$ cat config.mk
export PLATFORM = sky130hd
export DESIGN_NAME = tdf_filter_status
export DESIGN_NICKNAME = d
export VERILOG_FILES = /design/src/tdf_pkg.sv /design/src/tdf_filter_status.sv
export SDC_FILE = /design/constraint.sdc
export NUM_CORES = 1
export LEC_CHECK = 0
export BUFFER_PORTS_ARGS = -buffer_cell sky130_fd_sc_hd__buf_4
export CORE_ASPECT_RATIO = 0.9
export CORE_MARGIN = 2
export CORE_UTILIZATION = 47
export DETAILED_ROUTE_END_ITERATION = 16
export PLACE_DENSITY = 0.91
export SKIP_LAST_GASP = 1
export SLEW_MARGIN = 20
export SYNTH_ARGS = -nofsm -noshare
export SYNTH_HDL_FRONTEND = slang
export SYNTH_SLANG_ARGS = --single-unit
$ cat constraint.sdc
create_clock -name core_clk_in -period 1.4 [get_ports core_clk_in]
set_clock_uncertainty 0.05 [all_clocks]
set_input_delay 0.28 -clock core_clk_in [delete_from_list [all_inputs] [get_ports core_clk_in]]
set_output_delay 0.28 -clock core_clk_in [all_outputs]
set_load 0.01 [all_outputs]
$ cat src/tdf_pkg.sv
//==========================================================================
// Purpose: Constants and types for the transmit descriptor filter and
//          status block.
// Assumes: Descriptor words arrive whole from the descriptor fetch logic.
// Notes:   Register offsets are byte addresses on the plain register port.
//==========================================================================
// Operation
// - The filter type code is control word bit 28 (high) and bit 22 (low).
// - Control word bit 27 marks a setup descriptor instead of a frame.
// - The filter type code counts only on a setup descriptor.
// - Code 00 loads 16 exact addresses and selects perfect filtering.
// - Code 01 loads a 512-bit hash table plus one exact station address.
// - Under code 01 multicast is hashed and physical is matched exactly.
// - Code 10 loads 16 exact addresses and selects inverse filtering.
// - Inverse filtering keeps frames that match no stored address.
// - Code 11 loads only a 512-bit hash table and hashes every address.
// - Word 2 is the whole 32-bit buffer 1 address, any alignment.
// - Word 3 is the whole 32-bit buffer 2 address, any alignment.
// - Underflow makes all status valid; excess collisions all but count.
// - Jabber and loopback completions mark their own fields invalid.
package tdf_pkg;
    // Descriptor bit positions
    localparam int unsigned TDF_FILTER_TYPE_HIGH_BIT = 28;
    localparam int unsigned TDF_FILTER_TYPE_LOW_BIT  = 22;
    localparam int unsigned TDF_SETUP_BIT            = 27;

    // Register byte offsets
    localparam logic [7:0] TDF_OFS_CTRL   = 8'h00;
    localparam logic [7:0] TDF_OFS_MODE   = 8'h04;
    localparam logic [7:0] TDF_OFS_BUF1   = 8'h08;
    localparam logic [7:0] TDF_OFS_BUF2   = 8'h0C;
    localparam logic [7:0] TDF_OFS_VALID  = 8'h10;
    localparam logic [7:0] TDF_OFS_STATUS = 8'h14;
    localparam logic [7:0] TDF_OFS_IRQ_ST = 8'h18;
    localparam logic [7:0] TDF_OFS_IRQ_MK = 8'h1C;

    // Status field validity masks over the low half of status word 0
    localparam logic [15:0] TDF_VM_ALL      = 16'hCFFB;
    localparam logic [15:0] TDF_VM_EXCESS   = 16'hCF83;
    localparam logic [15:0] TDF_VM_JABBER   = 16'hC47B;
    localparam logic [15:0] TDF_VM_LOOPBACK = 16'hC37B;

    // Reset values
    localparam logic       TDF_CTRL_RST = 1'b1;
    localparam logic [3:0] TDF_MASK_RST = 4'h0;
    localparam logic       TDF_TBL_PERFECT_RST = 1'b1;

    typedef enum logic [1:0] {
        TDF_FM_PERFECT   = 2'b00,
        TDF_FM_HASH      = 2'b01,
        TDF_FM_INVERSE   = 2'b10,
        TDF_FM_HASH_ONLY = 2'b11
    } tdf_fmode_t;

    typedef enum logic [2:0] {
        TDF_OUT_NORMAL    = 3'b000,
        TDF_OUT_UNDERFLOW = 3'b001,
        TDF_OUT_EXCESS    = 3'b010,
        TDF_OUT_JABBER    = 3'b011,
        TDF_OUT_LOOPBACK  = 3'b100
    } tdf_outcome_t;

    // Descriptor words 1..3 from the fetch logic
    typedef struct packed {
        logic [31:0] tx_desc_word1_control;
        logic [31:0] tx_desc_word2_buf1_addr;
        logic [31:0] tx_desc_word3_buf2_addr;
    } tdf_desc_t;

    // Whole block state
    typedef struct packed {
        logic        enable;
        logic        pend;
        tdf_fmode_t  pend_mode;
        tdf_fmode_t  mode;
        logic        tbl_perfect;
        logic        hash_exact;
        logic        inverse;
        logic        hash_only;
        logic [31:0] buf1;
        logic [31:0] buf2;
        logic [15:0] vmask;
        logic [15:0] stat;
        logic [3:0]  irq_st;
        logic [3:0]  irq_mask;
        logic        irq;
        logic [31:0] rdata;
    } tdf_state_t;
endpackage : tdf_pkg

$ cat src/tdf_filter_status.sv
//==========================================================================
// Purpose: Decodes setup descriptors into the receive filter mode, takes
//          buffer addresses and marks which completion fields are valid.
// Assumes: All inputs come from logic on core_clk_in.
// Notes:   Interrupt events: 0 mode applied, 1 setup load failed,
//          2 completion reported, 3 type code ignored on frame descriptor.
//==========================================================================
`timescale 1ns/1ns
module tdf_filter_status (
    // Clock and reset
    input  wire logic                 core_clk_in,
    input  wire logic                 nrst_in,
    // Descriptor fetch
    input  wire logic                 desc_valid_in,
    input  wire tdf_pkg::tdf_desc_t   desc_in,
    // Setup buffer load result
    input  wire logic                 setup_done_in,
    input  wire logic                 setup_ok_in,
    // Transmit completion
    input  wire logic                 done_valid_in,
    input  wire tdf_pkg::tdf_outcome_t done_kind_in,
    input  wire logic [31:0]          tx_desc_word0_status_in,
    // Register port
    input  wire logic [7:0]           reg_addr_in,
    input  wire logic [31:0]          reg_wdata_in,
    input  wire logic                 reg_wr_in,
    input  wire logic                 reg_rd_in,
    output logic [31:0]               reg_rdata_out,
    // Filter control to receive side
    output logic [1:0]                filter_mode_out,
    output logic                      table_perfect_out,
    output logic                      hash_exact_phys_out,
    output logic                      inverse_out,
    output logic                      hash_only_out,
    // Buffer addresses
    output logic [31:0]               buf1_addr_out,
    output logic [31:0]               buf2_addr_out,
    // Completion report
    output logic [15:0]               status_valid_out,
    output logic                      irq_out
);

    //======================================================================
    // State
    //======================================================================
    tdf_pkg::tdf_state_t st_reg;
    tdf_pkg::tdf_state_t st_next;
    logic [31:0]         w1;
    logic                is_setup;
    tdf_pkg::tdf_fmode_t code;
    logic [3:0]          ev;
    logic                take_setup;

    assign w1       = desc_in.tx_desc_word1_control;
    assign is_setup = w1[tdf_pkg::TDF_SETUP_BIT];
    assign code     = tdf_pkg::tdf_fmode_t'({w1[tdf_pkg::TDF_FILTER_TYPE_HIGH_BIT],
                                            w1[tdf_pkg::TDF_FILTER_TYPE_LOW_BIT]});
    // Setup descriptor that will be held pending, shared with the checks below
    assign take_setup = is_setup && st_reg.enable && desc_valid_in;

    // Validity of status fields per completion kind
    function automatic logic [15:0] valid_mask(input tdf_pkg::tdf_outcome_t k);
        logic [15:0] m;
        m = tdf_pkg::TDF_VM_ALL;
        case (k)
            tdf_pkg::TDF_OUT_UNDERFLOW: m = tdf_pkg::TDF_VM_ALL;
            tdf_pkg::TDF_OUT_EXCESS:    m = tdf_pkg::TDF_VM_EXCESS;
            tdf_pkg::TDF_OUT_JABBER:    m = tdf_pkg::TDF_VM_JABBER;
            tdf_pkg::TDF_OUT_LOOPBACK:  m = tdf_pkg::TDF_VM_LOOPBACK;
            default:                    m = tdf_pkg::TDF_VM_ALL;
        endcase
        return m;
    endfunction : valid_mask

    //======================================================================
    // Next state
    //======================================================================
    // Set wins over read-clear, so an event in the read cycle survives
    always_comb
    begin
        st_next = st_reg;
        ev      = 4'h0;
        // Buffer addresses are taken whole, alignment is not checked
        if (desc_valid_in)
        begin
            st_next.buf1 = desc_in.tx_desc_word2_buf1_addr;
            st_next.buf2 = desc_in.tx_desc_word3_buf2_addr;
            if (is_setup && st_reg.enable)
            begin
                st_next.pend      = 1'b1;
                st_next.pend_mode = code;
            end
            else if (!is_setup && code != tdf_pkg::TDF_FM_PERFECT)
            begin
                ev[3] = 1'b1;
            end
        end
        // Mode switches only after the whole table is in, never mid-load
        if (setup_done_in && st_reg.pend)
        begin
            // A setup descriptor in the closing cycle stays pending, not lost
            st_next.pend = take_setup;
            if (setup_ok_in)
            begin
                st_next.mode        = st_reg.pend_mode;
                st_next.tbl_perfect = st_reg.pend_mode == tdf_pkg::TDF_FM_PERFECT ||
                                      st_reg.pend_mode == tdf_pkg::TDF_FM_INVERSE;
                st_next.hash_exact  = st_reg.pend_mode == tdf_pkg::TDF_FM_HASH;
                st_next.inverse     = st_reg.pend_mode == tdf_pkg::TDF_FM_INVERSE;
                st_next.hash_only   = st_reg.pend_mode == tdf_pkg::TDF_FM_HASH_ONLY;
                ev[0]               = 1'b1;
            end
            else
            begin
                ev[1] = 1'b1;
            end
        end
        // Completion status and its validity
        if (done_valid_in)
        begin
            st_next.vmask = valid_mask(done_kind_in);
            st_next.stat  = tx_desc_word0_status_in[15:0] & valid_mask(done_kind_in);
            ev[2]         = 1'b1;
        end
        // Register writes
        if (reg_wr_in)
        begin
            if (reg_addr_in == tdf_pkg::TDF_OFS_CTRL)
                st_next.enable = reg_wdata_in[0];
            else if (reg_addr_in == tdf_pkg::TDF_OFS_IRQ_MK)
                st_next.irq_mask = reg_wdata_in[3:0];
        end
        // Register reads, data stands for one cycle only
        st_next.rdata = 32'h0000_0000;
        if (reg_rd_in)
        begin
            if (reg_addr_in == tdf_pkg::TDF_OFS_CTRL)
                st_next.rdata = {31'h0, st_reg.enable};
            else if (reg_addr_in == tdf_pkg::TDF_OFS_MODE)
                st_next.rdata = {27'h0, st_reg.pend, st_reg.pend_mode, st_reg.mode};
            else if (reg_addr_in == tdf_pkg::TDF_OFS_BUF1)
                st_next.rdata = st_reg.buf1;
            else if (reg_addr_in == tdf_pkg::TDF_OFS_BUF2)
                st_next.rdata = st_reg.buf2;
            else if (reg_addr_in == tdf_pkg::TDF_OFS_VALID)
                st_next.rdata = {16'h0, st_reg.vmask};
            else if (reg_addr_in == tdf_pkg::TDF_OFS_STATUS)
                st_next.rdata = {16'h0, st_reg.stat};
            else if (reg_addr_in == tdf_pkg::TDF_OFS_IRQ_ST)
            begin
                st_next.rdata  = {28'h0, st_reg.irq_st};
                st_next.irq_st = 4'h0;
            end
            else if (reg_addr_in == tdf_pkg::TDF_OFS_IRQ_MK)
                st_next.rdata = {28'h0, st_reg.irq_mask};
        end
        st_next.irq_st = st_next.irq_st | ev;
        st_next.irq    = |(st_next.irq_st & st_next.irq_mask);
    end

    //======================================================================
    // State register
    //======================================================================
    always_ff @(posedge core_clk_in or negedge nrst_in)
    begin
        if (!nrst_in)
        begin
            st_reg             <= '0;
            st_reg.enable      <= tdf_pkg::TDF_CTRL_RST;
            st_reg.irq_mask    <= tdf_pkg::TDF_MASK_RST;
            st_reg.tbl_perfect <= tdf_pkg::TDF_TBL_PERFECT_RST;
        end
        else
            st_reg <= st_next;
    end

    // Outputs straight from state flops
    assign reg_rdata_out       = st_reg.rdata;
    assign filter_mode_out     = st_reg.mode;
    assign table_perfect_out   = st_reg.tbl_perfect;
    assign hash_exact_phys_out = st_reg.hash_exact;
    assign inverse_out         = st_reg.inverse;
    assign hash_only_out       = st_reg.hash_only;
    assign buf1_addr_out       = st_reg.buf1;
    assign buf2_addr_out       = st_reg.buf2;
    assign status_valid_out    = st_reg.vmask;
    assign irq_out             = st_reg.irq;
endmodule : tdf_filter_status

Word level (Yosys, flattened, before mapping)
Index checks and enable logic that the tools add are counted.
- logic and storage cells: 80
- bits in registers: 147
- input port bits: 179
- output and inout port bits: 119
- memories kept: 0
- RAM bits: 0
- bits in read-only memories: 0
- latch bits: 0
- order comparisons: 0
- add/subtract/negate cells: 0
- multiply operators: 0
- bitwise logic cells: 3
- div/mod/pow operators: 0
- eq/ne operators: 13
- shifts and indexed selects: 0
- multiplexer cells: 32
- reduce and logical (&&, ||, !) cells: 16
- operators by type and width (kind ; number):
    $mux W32 ; 5
    $mux W4 ; 13
    $mux W16 ; 3
    $pmux W12 S3 ; 1
    $eq A8 B5 Y1 const B ; 4
    $and A16 B16 Y16 ; 1
    $eq A8 B4 Y1 const B ; 2
    $eq A8 B3 Y1 const B ; 1
    $logic_not A8 Y1 ; 1
    $reduce_and A2 Y1 ; 4
    $mux W1 ; 7
    $eq A3 B2 Y1 const B ; 2
    $mux W3 ; 2
    $reduce_bool A2 Y1 ; 3
    $and A4 B4 Y4 ; 1
    $eq A2 B2 Y1 const B ; 2
    $logic_and A1 B1 Y1 ; 4
    $or A4 B4 Y4 ; 1
    $reduce_or A4 Y1 ; 1
    $eq A3 B3 Y1 const B ; 1
    $eq A2 B1 Y1 const B ; 1
    $logic_not A2 Y1 ; 1
    $mux W2 ; 1
    $logic_not A1 Y1 ; 1
    $logic_or A1 B1 Y1 ; 1

Longest topological paths before layout
Gate-level depths: netlist of run 1.
- word-level depth: 12
- depth in mapped cells: 8
- gate-level depth less buffers: 5

Worst setup path before layout of run 1
Ideal clock, no wire load.
- path type: input to register
- start: input reg_addr_in[1]
- end: register st_reg, in the netlist reg_rdata_out[10]
- arrival time: 1.908 ns
- stages on the path: 8
- setup slack: -0.684 ns
- path buffers: 3
- data required time: 1.224 ns
- setup time: 0.126 ns
- cells stage by stage: or4_4 > buf_6 > or2_1 > buf_6 > or3_4 > nand2_8 > buf_12 > nor2_1
- RTL lines (item ; RTL line ; RTL):
    start, declared ; tdf_filter_status.sv:24 ; input wire logic [7:0] reg_addr_in,
    end signal, assigned ; tdf_filter_status.sv:174 ; st_reg <= st_next;
    end, declared ; tdf_filter_status.sv:46 ; tdf_pkg::tdf_state_t st_reg;

==> run metrics, run 1 <==
CP max FO=6; clk_lat worst skew=around 400 ps; Num CTS Buffers=17; clock transition at the registers of the reported paths=60 ps; register area share after synthesis=0.5169; ANT cells=0; Pwr Density=1188 nW/um^2; vias in the first global route=~4800; Iteration-0 DRC Markers=between 300 and 400; failing checks=negative setup slack; CP Data Arrival Time=around 2000 ps; max_slew headroom=0.6451; commonest cells in the netlist=dfrtp_1 (131), buf_4 (114), mux2_2 (76); Die Y-Extent=between 100 and 150 um; Min Clock Period, post-route=roughly 1800 ps; critical-path cell list=buf_6, or4_4, or2_4, or3_4, a21oi_2, nor3b_2; Site Rows=40; wire per inst=about 19 um; starting density of the core=0.4822; DR vias/cell=between 5 and 6; CTS sink cnt=around 130; routed wire length=16610 um; Slew Limit Fails=0; RSZ-0062 raised after global routing=true; filler cell count in the final layout=~1000; Post-synth EDFFs=0; Core Footprint=about 13000 um^2; routed vias=roughly 4700; Primary FF master, synth=dfrtp_1; H-tree levels=4; Hold Path Class=in -> reg; crit share post-route=1.264; Crit path required time=between 1500 and 2000 ps; Layout area overhead=33.77%; VDD IR max=0.001095 V; Worst Setup Start Kind=input pin; DRT antenna net count=0; Least-Margin Pin Slew=approximately 530 ps; Post-Syn Instances=around 550; I/O pins=298; post-synth top area share=0.5087; hpwl dp=about 12000 um; Final WS setup=-370.2 ps; fin nets=between 800 and 900; Synth Warn #=0; Reg area=approximately 3300 um^2; Max clock buf depth=2; final setup violation count=35; Post-Syn Area=about 6400 um^2; clock root buffer=clkbuf_16; Max Cap Viol=0; CP endpoint kind=register; Post-synth ARST share=1.000; first-pass GRT wire length=between 20000 and 30000 um; placed insts=between 800 and 900; die area=approximately 15000 um^2; total congestion overflow=0; # DRC=0; GPL Wtd Cong=approximately 0.87; Yosys top cell by area=dfrtp_1; status=complete, but fails checks; #FFs+latches synth=about 130; synth top area cells=dfrtp_1 (51%), buf_4 (13%), mux2_2 (13%); Post-Place Cell Area=slightly below 8000 um^2; fmax=564.9 MHz; multi-input logic area=~2300 um^2; initial antenna violation count=0; max incr delay on CP=approximately 580 ps; Worst path slowest cell=or4_4; post-route cell area=~8600 um^2; LEAKAGE=~4 nW; Die Width=127.4 um; most numerous cell in the Yosys netlist=dfrtp_1; CTS tree=yes; Layout Utilization=0.6450; critical path type=in -> reg; Synth cell types=48; Total Routing Usage GR=0.2308; number of port buffers=between 200 and 250; largest net degree at the start of global routing=55; Pre-Repair DR Iteration Count=5; total power=10.24 mW; dpl ws=-769.4 ps; post-layout instance count excluding filler cells=around 890; Avg Cell Area, Syn=about 12 um^2; share of cells above drive strength 1=0.5698; final hold vios=0
==> metal layers <==
metal,vias up,wire length [um],GRT usage
met5,-,0,0
met4,0,245,0.07473
met3,20,1285,0.07445
met2,196,8484,0.3954
met1,2330,6596,0.2788
li1,2133,-,-
==> final cells by class <==
cell class              instances  share of cell area
clock buffers                  19             0.05022
clock inverters                13             0.01844
flip-flops and latches        133              0.3864
multi-input cells             278              0.2617
inverters                       6            0.002613
repair buffers                274              0.2562
well taps                     168             0.02439
==> critical path, delay by kind of cell <==
family / cells / cell delay, ps
AO/OA/AOI/OAI: 1 / 170
buffers and inverters: 1 / 90
AND/OR/NAND/NOR: 4 / 1450
==> logic make-up after synthesis <==
group	Yosys count	synth area share
buffers and inverters	147	0.1600
DFF	133	0.5169
and+or+nand+nor	98	0.08291
AOI/OAI and AO/OA	95	0.1006
muxes	80	0.1390
other	1	0.0005820
==> what timing repair did <==
action / in CTS / in global routing
setup buffers: 5 / 5
resized for setup: 27 / 18
pin swaps: 10 / 11
gates cloned: 2 / 0
endpoints found under the hold margin: 133 / 0
setup endpoints to repair: 44 / 44
hold buffers: 2 / 0
==> metrics by stage <==
step	setup TNS, ps	hold slack [ps]
after floorplan	-22090	-65.59
after global placement	-25050	30.22
after detailed placement	-26700	31.32
after CTS	-8033	16.80
after global routing	-11490	26.23
final	-11040	36.01
==> power breakdown <==
part           switching (mW)  internal, mW
Combinational           0.621         0.825
Sequential              0.253          4.13
Clock                    1.62          2.79
==> final timing paths <==
| check | startpoint | end | slack (ps) | depth (start not counted) |
|---|---|---|---|---|
| worst max register to register | st_reg[38]$_DFF_PN0_ | reg_rdata_out[1]$_DFF_PN0_ | -290 | 5 |
| worst min register to register | hash_only_out$_DFFE_PN0P_ | hash_only_out$_DFFE_PN0P_ | 440 | 2 |
| worst min-delay path | setup_done_in | st_reg[145]$_DFFE_PN0P_ | 40 | 2 |
| worst max-delay path | reg_addr_in[6] | reg_rdata_out[1]$_DFF_PN0_ | -370 | 6 |
| max in group asynchronous | nrst_in | reg_rdata_out[21]$_DFF_PN0_ | 520 | 3 |
| min in group asynchronous | nrst_in | hash_exact_phys_out$_DFFE_PN0P_ | 180 | 2 |
==> layout by cell type (no fill, tap or decap), drive strengths merged, types with 14 or more instances in the layout <==
| cell | instances |
|---|---|
| nand2 | 29 |
| a21oi | 23 |
| nor2 | 32 |
| dfrtp | 131 |
| buf | 272 |
| a22oi | 19 |
| o21ai | 14 |
| mux2 | 76 |
| clkbuf | 19 |
Note: power is estimated with default switching activity, not from simulation.
==> run 2: changes to the inputs <==
- CORE_UTILIZATION: 47 -> 49
- CTS_BUF_LIST: not set -> sky130_fd_sc_hd__clkbuf_8
- PLACE_DENSITY: 0.91 -> 0.94
==> run 2 against run 1 <==
- the run still ends with negative setup slack left
- non-clock buffer count rose by 67
- worst hold slack got worse by 6.1 ps
- global-route usage rose by 2.8 points
- count of clock-buffer cells in the layout rose by 1
- sequential power barely moved
- clock power fell by 29%
- via count rose by 6.6%
- combinational power rose by 14%
- critical path depth rose by 2
- utilization rose by 6.4 points
- first-iteration DRC count fell by 30%
- critical endpoint is now st_reg[146]$_DFFE_PN1P_
- largest cell class unchanged
==> run metrics, run 2 (synthesized netlist as in run 1, its figures left out) <==
status=complete, but fails checks; failing checks=negative setup slack; Buf/Inv on CP=4; Hold Startpoint=desc_in[50]; Final WS setup=-268.7 ps; Site Rows=39; GPL Wtd Cong=just under 0.9; Pre-Repair DR Iteration Count=4; Worst Setup Start Kind=input pin; share of cells above drive strength 1=0.5234; max incr delay on CP=580 ps; Max Cap Viol=0; RSZ-0062 raised after global routing=true; number of port buffers=218; fmax=approximately 600 MHz; CTS sink cnt=roughly 130; Worst path slowest cell=or4_4; most frequent CP cell=buf_6; CTS tree=yes; Die Width=about 120 um; wire per inst=about 19 um; DR vias/cell=5.232; crit path from=reg_addr_in[1]; Hold Path Class=in -> reg; routed wire length=18150 um; initial antenna violation count=0; ANT cells=0; # DRC=0; Total Routing Usage GR=0.2590; clock root buffer=clkbuf_8; Layout area overhead=40.66%; RR Startpoint=status_valid_out[14]$_DFFE_PN0P_; most frequent cells in the layout=buf_4 (249), dfrtp_1 (130), mux2_2 (71), dlygate4sd3_1 (62), nor2_1 (31); final setup violation count=44; Pwr Density=just over 1000 nW/um^2; first-pass GRT wire length=about 28000 um; Reg area=3332 um^2; Core Footprint=between 10000 and 15000 um^2; Die Y-Extent=112.8 um; clock transition at the registers of the reported paths=70 ps; Crit path required time=1720 ps; vias in the first global route=around 5400; clk_lat worst skew=about 450 ps; post-layout instance count excluding filler cells=approximately 950; critical-path cell list=buf_6, or4_4, buf_6, buf_6, nor4_4, buf_4, nand3_2, mux2_4; end of the worst register-to-register path=reg_rdata_out[1]$_DFF_PN0_; starting density of the core=0.5040; DRT antenna net count=0; Iteration-0 DRC Markers=221; final hold vios=0; H-tree levels=4; Post-Place Cell Area=7745 um^2; multi-input logic area=~2200 um^2; VDD IR max=0.0008258 V; I/O pins=approximately 300; Num CTS Buffers=17; Min Clock Period, post-route=roughly 1700 ps; critical path's top delay family=simple AND/OR/NAND/NOR gates; CP Data Arrival Time=slightly below 2000 ps; Slew Limit Fails=0; crit share post-route=1.192; Worst Reg2Reg Path Length in Cells=4; LEAKAGE=around 4.3 nW; hpwl dp=12310 um; WHS Path Cells=2; die area=about 14000 um^2; Layout Utilization=0.7089; total power=9.165 mW; reg2reg setup slack=-170 ps; placed insts=approximately 840; fin nets=between 900 and 1000; CP endpoint kind=register; hold worst-path end=buf1_addr_out[18]$_DFFE_PN0P_; routed vias=roughly 5000; largest net degree at the start of global routing=47; post-route cell area=roughly 9100 um^2; total congestion overflow=0; Max clock buf depth=2; critical path type=in -> reg; filler cell count in the final layout=836; dpl ws=-769.6 ps; CP max FO=7; commonest non-fill, non-tap cell in the layout=buf_4
==> run 2: changes by cell type in the layout (fill, tap and decap cells not counted), moves of 3 or more <==
| cell | change |
|---|---|
| nor2_4 | -3 |
| clkbuf_8 | +20 |
| dlygate4sd3_1 | +60 |
| buf_6 | +3 |
| clkbuf_16 | -16 |
| nor2_1 | +7 |
| nor2_2 | -4 |
==> run 2: metal layers <==
layer  up-vias  part of all wire  global-route usage
met2       200              0.52              0.4638
met5         -                 0                   0
met1      2498              0.40              0.2999
met3        22             0.064             0.07045
met4         0             0.017             0.09630
li1       2266                 -                   -
==> run 2: repair_timing <==
| action | 4_1_cts | 5_1_grt |
|---|---|---|
| gates cloned | 1 | 1 |
| hold endpoints to repair | 192 | 1 |
| pin swaps | 2 | 9 |
| resized for setup | 23 | 17 |
| setup endpoints to repair | 51 | 50 |
| buffers inserted | 8 | 6 |
| hold buffers | 61 | 1 |
==> run 2: how the worst max path moves through the flow <==
stage,end,depth (start not counted)
floorplan,reg_rdata_out[10]$_DFF_PN0_,8
CTS,reg_rdata_out[27]$_DFF_PN0_,6
global placement,reg_rdata_out[31]$_DFF_PN0_,6
global route,reg_rdata_out[3]$_DFF_PN0_,8
detailed placement,reg_rdata_out[3]$_DFF_PN0_,6
finish,st_reg[146]$_DFFE_PN1P_,8
==> run 2: per-stage QoR <==
step	TNS, ps	hold WS [ps]
2_1_floorplan	-22090	-65.59
3_3_place_gp	-24590	106.8
3_5_place_dp	-26340	111.8
4_1_cts	-6513	0.07150
5_1_grt	-9260	8.606
6_report	-8235	29.87
==> run 2: layout make-up <==
type	count	share of cell area
well taps	164	0.02264
clock inverters	12	0.01242
multi-input cells	277	0.2442
flip-flops and latches	133	0.3676
inverters	6	0.002485
clock buffers	20	0.03037
repair buffers	341	0.3203
==> run 2: power breakdown <==
group	switching (mW)	leakage (nW)	internal [mW]	total [mW]
Clock	1.44	0.212	1.69	3.13
Sequential	0.253	1.65	4.13	4.38
Combinational	0.683	2.41	0.967	1.65
Total	2.38	4.27	6.78	9.16
==> run 2: worst register-to-register path: stages, from the launching register on <==
cell and delay, ps:
dfrtp_1 410, nor3b_2 180, o211ai_1 230, a222oi_1 470, nor3b_2 100
